`src/common/lpc_consts.svh`:
```
// constants for the low-power clock-loss control block
`ifndef LPC_CONSTS_SVH
`define LPC_CONSTS_SVH
`define LPC_QC_CYCLES  13'h1000
`define LPC_SEQ_STEPS  3'h4
`define LPC_RST_SELF_CLOCK_MODE_ENABLE   1'b1
`endif

```
`src/common/lpc_pkg.sv`:
```
// types of the low-power clock-loss control block
package lpc_pkg;
  typedef enum logic [5:0] {
    LPC_RUN     = 6'h01,
    LPC_SEL_OSC = 6'h02,
    LPC_PLL_OFF = 6'h04,
    LPC_CORE_OFF= 6'h08,
    LPC_SYS_OFF = 6'h10,
    LPC_LOWPWR  = 6'h20
  } lpc_state_t;
endpackage

```
`src/core/lpc_quality_check.sv`:
```
// clock quality checker: counts good oscillator cycles after the monitor clears
`timescale 1ns/100ps
`default_nettype none
`include "lpc_consts.svh"
module lpc_quality_check #(
  parameter logic [12:0] GOOD_CYCLES = `LPC_QC_CYCLES
) (
  input  wire logic sys_clk,
  input  wire logic rstn,
  input  wire logic start,
  input  wire logic abort,
  input  wire logic hold,
  input  wire logic oscGood,
  output logic      busy,
  output logic      done
);
  logic [12:0] count;
  logic [12:0] next_count;
  logic        next_busy;
  logic        next_done;

  always_comb begin
    next_count = count;
    next_busy  = busy;
    next_done  = 1'b0;
    if (abort) begin
      next_busy  = 1'b0;
      next_count = 13'h0000;
    end else if (start) begin
      next_busy  = 1'b1;
      next_count = 13'h0000;
    end else if (busy && !hold) begin
      if (!oscGood) begin
        next_count = 13'h0000;
      end else if (count == GOOD_CYCLES - 13'h0001) begin
        next_busy  = 1'b0;
        next_done  = 1'b1;
        next_count = 13'h0000;
      end else begin
        next_count = count + 13'h0001;
      end
    end
  end

  always_ff @(posedge sys_clk) begin
    if (!rstn) begin
      count <= 13'h0000;
      busy  <= 1'b0;
      done  <= 1'b0;
    end else begin
      count <= next_count;
      busy  <= next_busy;
      done  <= next_done;
    end
  end
endmodule
`default_nettype wire

```
`src/core/lpc_wb_regs.sv`:
```
// wishbone register slave: control bits and status readback
`timescale 1ns/100ps
`default_nettype none
`include "lpc_consts.svh"
module lpc_wb_regs (
  input  wire logic        sys_clk,
  input  wire logic        rstn,
  input  wire logic        wb_cyc_i,
  input  wire logic        wb_stb_i,
  input  wire logic        wb_we_i,
  input  wire logic [3:0]  wb_adr_i,
  input  wire logic [3:0]  wb_sel_i,
  input  wire logic [31:0] wb_dat_i,
  output logic [31:0]      wb_dat_o,
  output logic             wb_ack_o,
  input  wire logic [7:0]  status,
  input  wire logic        flagSet,
  input  wire logic        pllSelClear,
  output logic [7:0]       ctrl,
  output logic             selfClockIrqFlag
);
  // 0x0 control, 0x4 status/flag (write 1 to bit0 clears flag)
  logic [7:0]  next_ctrl;
  logic        next_flag;
  logic        next_ack;
  logic [31:0] next_dat;
  logic        req;

  assign req = wb_cyc_i && wb_stb_i && !wb_ack_o;

  always_comb begin
    next_ctrl = ctrl;
    next_flag = selfClockIrqFlag;
    next_ack  = req;
    next_dat  = wb_dat_o;
    if (req && wb_we_i && wb_sel_i[0]) begin
      if (wb_adr_i == 4'h0) begin
        next_ctrl = wb_dat_i[7:0];
      end else if (wb_adr_i == 4'h4 && wb_dat_i[0]) begin
        next_flag = 1'b0;
      end
    end
    if (pllSelClear) begin
      next_ctrl[6] = 1'b0;
    end
    if (flagSet) begin
      next_flag = 1'b1;
    end
    if (req && !wb_we_i) begin
      unique case (wb_adr_i)
        4'h0: next_dat = {24'h000000, ctrl};
        4'h4: next_dat = {23'h000000, status, selfClockIrqFlag};
        default: next_dat = 32'h00000000;
      endcase
    end
  end

  always_ff @(posedge sys_clk) begin
    if (!rstn) begin
      ctrl             <= {6'h00, `LPC_RST_SELF_CLOCK_MODE_ENABLE, 1'b0};
      selfClockIrqFlag <= 1'b0;
      wb_ack_o         <= 1'b0;
      wb_dat_o         <= 32'h00000000;
    end else begin
      ctrl             <= next_ctrl;
      selfClockIrqFlag <= next_flag;
      wb_ack_o         <= next_ack;
      wb_dat_o         <= next_dat;
    end
  end
endmodule
`default_nettype wire

```
`src/core/lpc_ctrl.sv`:
```
// low-power clock-loss control: wait and stop sequencing, self-clock handling
`timescale 1ns/100ps
`default_nettype none
`include "lpc_consts.svh"
module lpc_ctrl #(
  parameter logic [12:0] GOOD_CYCLES = `LPC_QC_CYCLES
) (
  input  wire logic        sys_clk,
  input  wire logic        rstn,
  input  wire logic        wb_cyc_i,
  input  wire logic        wb_stb_i,
  input  wire logic        wb_we_i,
  input  wire logic [3:0]  wb_adr_i,
  input  wire logic [3:0]  wb_sel_i,
  input  wire logic [31:0] wb_dat_i,
  output logic [31:0]      wb_dat_o,
  output logic             wb_ack_o,
  input  wire logic        waitReq,
  input  wire logic        stopReq,
  input  wire logic        wakeIrq,
  input  wire logic        extReset,
  input  wire logic        oscFailPin,
  output logic             lowPowerActive,
  output logic             pllEnable,
  output logic             pllClockSelect,
  output logic             coreClockEnable,
  output logic             systemClockEnable,
  output logic             oscillatorEnable,
  output logic             regulatorEnable,
  output logic             powerSaveReq,
  output logic             counterFreeze,
  output logic             timerClockEnable,
  output logic             watchdogClockEnable,
  output logic             selfClockMode,
  output logic             selfClockWakeIrq,
  output logic             clockMonitorFailReset,
  output logic             resetSeqStart
);
  import lpc_pkg::*;

  // =====================================================================
  // pin synchroniser and register file
  // =====================================================================
  logic       failMeta;
  logic       oscFail;
  logic       wakeMeta;
  logic       wake;
  logic       rstMeta;
  logic       extRst;
  logic [7:0] ctrl;
  logic [7:0] status;
  logic       flag;
  logic       flagSet;
  logic       pllSelClear;
  logic       qcBusy;
  logic       qcDone;
  logic       qcStart;
  logic       qcAbort;
  logic       qcHold;

  always_ff @(posedge sys_clk) begin
    if (!rstn) begin
      failMeta <= 1'b0;
      oscFail  <= 1'b0;
      wakeMeta <= 1'b0;
      wake     <= 1'b0;
      rstMeta  <= 1'b0;
      extRst   <= 1'b0;
    end else begin
      failMeta <= oscFailPin;
      oscFail  <= failMeta;
      wakeMeta <= wakeIrq;
      wake     <= wakeMeta;
      rstMeta  <= extReset;
      extRst   <= rstMeta;
    end
  end

  // ctrl bits: 0 monitor, 1 self-clock, 2 self-clock irq, 3 pll stop in wait,
  // 4 pseudo-stop, 5 timer run, 6 pll select, 7 watchdog run
  logic monEn;
  logic scEn;
  logic scIrqEn;
  logic pllWait;
  logic pseudo;
  logic timerRun;
  logic wdRun;
  assign monEn    = ctrl[0];
  assign scEn     = ctrl[1];
  assign scIrqEn  = ctrl[2];
  assign pllWait  = ctrl[3];
  assign pseudo   = ctrl[4];
  assign timerRun = ctrl[5];
  assign wdRun    = ctrl[7];
  assign pllClockSelect = ctrl[6];

  lpc_wb_regs u_regs (
    .sys_clk          (sys_clk),
    .rstn             (rstn),
    .wb_cyc_i         (wb_cyc_i),
    .wb_stb_i         (wb_stb_i),
    .wb_we_i          (wb_we_i),
    .wb_adr_i         (wb_adr_i),
    .wb_sel_i         (wb_sel_i),
    .wb_dat_i         (wb_dat_i),
    .wb_dat_o         (wb_dat_o),
    .wb_ack_o         (wb_ack_o),
    .status           (status),
    .flagSet          (flagSet),
    .pllSelClear      (pllSelClear),
    .ctrl             (ctrl),
    .selfClockIrqFlag (flag)
  );

  // =====================================================================
  // entry / exit sequencer
  // =====================================================================
  lpc_state_t state;
  lpc_state_t next_state;
  logic       isStop;
  logic       next_isStop;
  logic       self_clock_mode;
  logic       next_scm;
  logic       clock_monitor_fail_reset;
  logic       next_clock_monitor_fail_reset;
  logic       scWake;
  logic       next_scWake;
  logic       rstSeq;
  logic       next_rstSeq;
  logic       inWait;
  logic       inStop;
  logic       lossEvent;
  logic       exitReq;

  assign inWait    = (state == LPC_LOWPWR) && !isStop;
  assign inStop    = (state == LPC_LOWPWR) && isStop;
  // no monitoring means no loss is ever seen
  assign lossEvent = monEn && oscFail && !self_clock_mode && (state == LPC_LOWPWR) && !(inStop && !pseudo);
  assign exitReq   = wake || extRst;

  always_comb begin
    next_state   = state;
    next_isStop  = isStop;
    next_scm     = self_clock_mode;
    next_clock_monitor_fail_reset = 1'b0;
    next_scWake  = 1'b0;
    next_rstSeq  = 1'b0;
    flagSet      = 1'b0;
    pllSelClear  = 1'b0;
    qcStart      = 1'b0;
    qcAbort      = 1'b0;
    unique case (state)
      LPC_RUN: begin
        if (stopReq || waitReq) begin
          next_isStop = stopReq;
          next_state  = LPC_SEL_OSC;
        end
      end
      LPC_SEL_OSC: begin
        pllSelClear = isStop || pllWait;
        next_state  = LPC_PLL_OFF;
      end
      LPC_PLL_OFF: next_state = LPC_CORE_OFF;
      LPC_CORE_OFF: next_state = LPC_SYS_OFF;
      LPC_SYS_OFF: begin
        next_state = LPC_LOWPWR;
        if (isStop && !pseudo && self_clock_mode) begin
          qcAbort = 1'b1;
        end
      end
      LPC_LOWPWR: begin
        if (lossEvent && !scEn) begin
          next_clock_monitor_fail_reset = 1'b1;
          next_rstSeq  = 1'b1;
          next_state   = LPC_RUN;
        end else if (lossEvent) begin
          next_scm = 1'b1;
          flagSet  = 1'b1;
          qcStart  = 1'b1;
          if (scIrqEn) begin
            next_scWake = 1'b1;
            next_state  = LPC_RUN;
          end
        end else if (exitReq) begin
          next_state  = LPC_RUN;
          next_rstSeq = extRst;
          if (inStop && !pseudo && self_clock_mode) begin
            qcStart = 1'b1;
          end
        end
      end
      default: next_state = LPC_RUN;
    endcase
    if (qcDone) begin
      next_scm = 1'b0;
    end
  end

  always_ff @(posedge sys_clk) begin
    if (!rstn) begin
      state   <= LPC_RUN;
      isStop  <= 1'b0;
      self_clock_mode     <= 1'b0;
      clock_monitor_fail_reset <= 1'b0;
      scWake  <= 1'b0;
      rstSeq  <= 1'b0;
    end else begin
      state   <= next_state;
      isStop  <= next_isStop;
      self_clock_mode     <= next_scm;
      clock_monitor_fail_reset <= next_clock_monitor_fail_reset;
      scWake  <= next_scWake;
      rstSeq  <= next_rstSeq;
    end
  end

  // full stop freezes the checker; pseudo-stop keeps it going
  assign qcHold = inStop && !pseudo;

  lpc_quality_check #(
    .GOOD_CYCLES (GOOD_CYCLES)
  ) u_qc (
    .sys_clk (sys_clk),
    .rstn    (rstn),
    .start   (qcStart),
    .abort   (qcAbort),
    .hold    (qcHold),
    .oscGood (!oscFail),
    .busy    (qcBusy),
    .done    (qcDone)
  );

  // =====================================================================
  // clock and power gating outputs
  // =====================================================================
  logic pllOffPhase;
  logic coreOffPhase;
  logic sysOffPhase;
  logic fullStop;
  assign pllOffPhase  = (state == LPC_CORE_OFF) || (state == LPC_SYS_OFF) || (state == LPC_LOWPWR);
  assign coreOffPhase = (state == LPC_SYS_OFF) || (state == LPC_LOWPWR);
  assign sysOffPhase  = (state == LPC_LOWPWR);
  assign fullStop     = inStop && !pseudo;

  always_ff @(posedge sys_clk) begin
    if (!rstn) begin
      lowPowerActive        <= 1'b0;
      pllEnable             <= 1'b1;
      coreClockEnable       <= 1'b1;
      systemClockEnable     <= 1'b1;
      oscillatorEnable      <= 1'b1;
      regulatorEnable       <= 1'b1;
      powerSaveReq          <= 1'b0;
      counterFreeze         <= 1'b0;
      timerClockEnable      <= 1'b1;
      watchdogClockEnable   <= 1'b1;
      selfClockMode         <= 1'b0;
      selfClockWakeIrq      <= 1'b0;
      clockMonitorFailReset <= 1'b0;
      resetSeqStart         <= 1'b0;
    end else begin
      lowPowerActive        <= sysOffPhase;
      // self-clock runs on the PLL, so it must stay on whatever the setting
      pllEnable             <= self_clock_mode || !(pllOffPhase && (isStop || pllWait));
      coreClockEnable       <= !coreOffPhase;
      systemClockEnable     <= !sysOffPhase;
      oscillatorEnable      <= !(inStop && !pseudo);
      regulatorEnable       <= !inStop || self_clock_mode;
      powerSaveReq          <= inStop && !self_clock_mode;
      counterFreeze         <= inStop;
      timerClockEnable      <= !inStop || (pseudo && timerRun);
      watchdogClockEnable   <= !inStop || (pseudo && wdRun);
      selfClockMode         <= self_clock_mode;
      selfClockWakeIrq      <= scWake;
      clockMonitorFailReset <= clock_monitor_fail_reset;
      resetSeqStart         <= rstSeq;
    end
  end

  assign status = {3'h0, fullStop, isStop, sysOffPhase, qcBusy, self_clock_mode};
endmodule
`default_nettype wire

```
`config.mk`:
```
export PLATFORM = sky130hd
export DESIGN_NAME = lpc_ctrl
export DESIGN_NICKNAME = d
export VERILOG_FILES = /design/src/common/lpc_pkg.sv /design/src/core/lpc_quality_check.sv /design/src/core/lpc_wb_regs.sv /design/src/core/lpc_ctrl.sv
export VERILOG_INCLUDE_DIRS = /design/src /design/src/common
export SDC_FILE = /design/constraint.sdc
export NUM_CORES = 1
export LEC_CHECK = 0
export ABC_AREA = 0
export ABC_CLOCK_PERIOD_IN_PS = 2350
export BUFFER_PORTS_ARGS = -buffer_cell sky130_fd_sc_hd__buf_2
export CELL_PAD_IN_SITES_DETAIL_PLACEMENT = 1
export CELL_PAD_IN_SITES_GLOBAL_PLACEMENT = 1
export CORE_ASPECT_RATIO = 1.75
export CORE_UTILIZATION = 38
export CTS_BUF_LIST = sky130_fd_sc_hd__clkbuf_8
export DETAILED_ROUTE_END_ITERATION = 10
export PLACE_DENSITY = 0.93
export SYNTH_ARGS = -nofsm -noshare
export SYNTH_HDL_FRONTEND = slang
export SYNTH_SLANG_ARGS = --single-unit
```
`constraint.sdc`:
```
create_clock -name sys_clk -period 2.35 [get_ports sys_clk]
set_input_delay 0.235 -clock sys_clk [delete_from_list [all_inputs] [get_ports sys_clk]]
set_output_delay 0.235 -clock sys_clk [all_outputs]
set_load 0.005 [all_outputs]
```
==> flow_metrics.env <==
export IMPL_status="finished clean"
export IMPL_p_leak_nw=1.35
export IMPL_pre_cts_ws_ns=0.268
export IMPL_cp_max_fo=7
export IMPL_die_area_um2=7610
export IMPL_post_route_period_util_pct=88.9
export IMPL_drive_above_1_share_pct=22.5
export IMPL_finalSetupViolations=0
export IMPL_dr_first_iter_drc_count=162
export IMPL_drv_cap=0
export IMPL_place_detailed_hpwl_um=4940
export IMPL_grt_max_degree=37
export IMPL_cts_root_buf="clkbuf_8"
export IMPL_post_drt_via_cell_ratio=5.33
export IMPL_grt_pass1_wl_um=11000
export IMPL_skew_ns=0.0160
export IMPL_setup_tns_final_ns=0
export IMPL_drv_slew=0
export IMPL_yosys_warnings=0
export IMPL_layout_nets=401
export IMPL_min_from="extReset"
export IMPL_drc_errors=0
export IMPL_critPathKind="reg -> reg"
export IMPL_pwr_share_seq_pct=45.8
export IMPL_ios=98
export IMPL_netlist_instances=296
export IMPL_whs_path_depth=2
export IMPL_final_cells=439
export IMPL_regToRegEndpoint="pllEnable"
export IMPL_worst_setup_path_start_kind="register"
export IMPL_syn_area_um2=2760
export IMPL_power_density_nw_per_um2=759
export IMPL_cts_setup_buffers=0
export IMPL_dp_cells=423
export IMPL_fillerInstances=847
export IMPL_synth_top_flop_cell="dfxtp_1"
export IMPL_ir_drop_mv=0.302
export IMPL_layout_commonest_cell="dfxtp_1"
export IMPL_drt_first_pass_iters=4
export IMPL_cts_sinks=64
export IMPL_syn_area_per_cell_um2=9.32
export IMPL_overflow=0
export IMPL_reg2reg_from="state[3]"
export IMPL_reg2reg_slack_ns=0.26
export IMPL_rsz0062_at_grt="no"
export IMPL_cts_tree="built"
export IMPL_worstPathRequired_ns=2.57
export IMPL_grt_busiest_layer="met2"
export IMPL_multiInputGateArea_um2=1310
export IMPL_cp_arrival_ns=2.31
export IMPL_total_power_mw=2.48
export IMPL_clkSlewWorstSetupHoldPaths_ns=0.08
export IMPL_antenna_found_initial=0
export IMPL_core_um2=6960
export IMPL_finalWorstSetupSlack_ns=0.262
export IMPL_routedWlPerCell_um=15.6
export IMPL_cts_made_buffers=9
export IMPL_grt_usage_pct=19.3
export IMPL_p_sw_share_pct=23.8
export IMPL_start_util_pct=39.6
export IMPL_gr_usage_met2_pct=36.8
export IMPL_yosysTopAreaCellShare_pct=46.5
export IMPL_max_clock_path_buffers=2
export IMPL_area_delta_synth_final_pct=18.3
export IMPL_comb_power_share_pct=6.2
export IMPL_fin_crit_ns=2.09
export IMPL_postCtsResizedCells=0
export IMPL_synth_area_leaders="dfxtp_1 46%, buf_4 6.5%, a21oi_1 3.3%"
export IMPL_synth_edf_count=0
export IMPL_min_to="rstMeta"
export IMPL_crit_path_end_kind="register"
export IMPL_fp_dieH_um=115
export IMPL_yosysSeqAreaShare_pct=46.5
export IMPL_gr_usage_met3_pct=3.98
export IMPL_antenna_left=0
export IMPL_layout_area_seq_um2=1280
export IMPL_rr_worst_depth=5
export IMPL_htree_levels=3
export IMPL_p_sw_uw=589
export IMPL_routed_wl_um=6870
export IMPL_worst_pin_slew_ns=0.575
export IMPL_synth_cell_type_count=51
export IMPL_clk_latency_ns=0.35
export IMPL_p_clk_share_pct=47.9
export IMPL_hold_buffers=0
export IMPL_holdCritPathClass="in -> reg"
export IMPL_yosysTopAreaCell="dfxtp_1"
export IMPL_p_int_mw=1.89
export IMPL_slew_limit_headroom_pct=61.3
export IMPL_place_gp_congestion=0.832
export IMPL_ys_seq_elements=64
export IMPL_io_buffers=46
export IMPL_grt_util_met1_pct=17.9
export IMPL_n_antenna_cell=0
export IMPL_via_count=2339
export IMPL_grt_pass1_vias=2374
export IMPL_fmaxAchievable_mhz=479
export IMPL_mostFrequentLayoutCells="64 x dfxtp_1, 46 x buf_2, 24 x conb_1"
export IMPL_hold_viol_final=0
export IMPL_rows=40
export IMPL_synthArstFlopShare_pct=0
export IMPL_dieWidth_um=66.4
[sequential cells by signal (all words and copies together) (netlist names), 6 cells and up]
signal,count
state,6
u_regs.wb_dat_o,8
u_regs.ctrl,8
u_qc.count,13
[routing by layer]
layer,share of wire [%],up-vias
met5,0,-
li1,-,1104
met3,3.7,18
met2,57,66
met4,3.1,0
met1,36,1151
[critical path: stages (launching register included)]
cell and delay (ns):
dfxtp_1 0.37, or4_4 0.61, or3_4 0.38, nand2_2 0.10, a31oi_1 0.04, or4b_1 0.47
[worst max-delay path by stage]
stage	start	depth (start not counted)	slack, ns	end
floorplan	state[3]	5	0.38	pllEnable
global placement	state[3]	5	0.30	pllEnable
detailed placement	state[3]	5	0.27	pllEnable
CTS	state[3]	5	0.26	pllEnable
global route	u_qc.count[0]	7	0.19	u_qc.count[9]
finish	state[3]	5	0.26	pllEnable
[power by group through the flow]
stage / sequential [mW] / clock [mW] / combinational [mW]
global route: 1.14 / 1.26 / 0.171
finish: 1.14 / 1.19 / 0.154
global placement: 1.16 / 0 / 0.148
detailed placement: 1.16 / 0 / 0.154
CTS: 1.13 / 1.21 / 0.155
floorplan: 1.15 / 0 / 0.132
[kinds of logic after synthesis]
logic type                 share of synthesized area (%)
AOI/OAI and AO/OA                                   15.8
xor gates and xnor gates                           0.318
adders and majority gates                          0.454
buffers and inverters                               9.12
DFF                                                 46.5
muxes                                               2.90
other                                              0.136
and+or+nand+nor                                     24.8
[cell usage after synthesis (2+ instances only)]
library cell,instances
a21boi_0,3
a21o_1,3
a21oi_1,18
a22oi_1,5
a31oi_1,4
and2_1,13
and3_1,5
buf_2,3
buf_4,24
clkbuf_1,6
dfxtp_1,64
inv_1,9
mux2i_1,8
nand2_1,16
nand2b_1,3
nand3_1,8
nand3b_1,7
nand4_1,3
nand4b_1,2
nor2_1,21
nor2b_1,10
nor3_1,5
nor3b_1,6
nor4_1,3
nor4b_1,2
o211a_1,5
o211ai_1,2
o21ai_0,14
or4_1,2
[area by class of cell]
type / instances / area share [%]
clock buffer: 9 / 3.80
clock inverter: 7 / 3.83
inverter: 9 / 1.04
multi-input combinational: 213 / 40.2
sequential: 64 / 39.3
tap: 84 / 3.22
timing repair buffer: 53 / 8.67
[stage by stage]
step	util [%]	hold WS (ns)	cell area, um^2
after floorplan	-	0.362	2840
after global placement	43.3	0.380	3010
after detailed placement	43.3	0.384	3010
after CTS	46.9	0.0766	3260
after global routing	46.9	0.0726	3260
final	46.9	0.0829	3260
(Power assumes the default switching activity.)
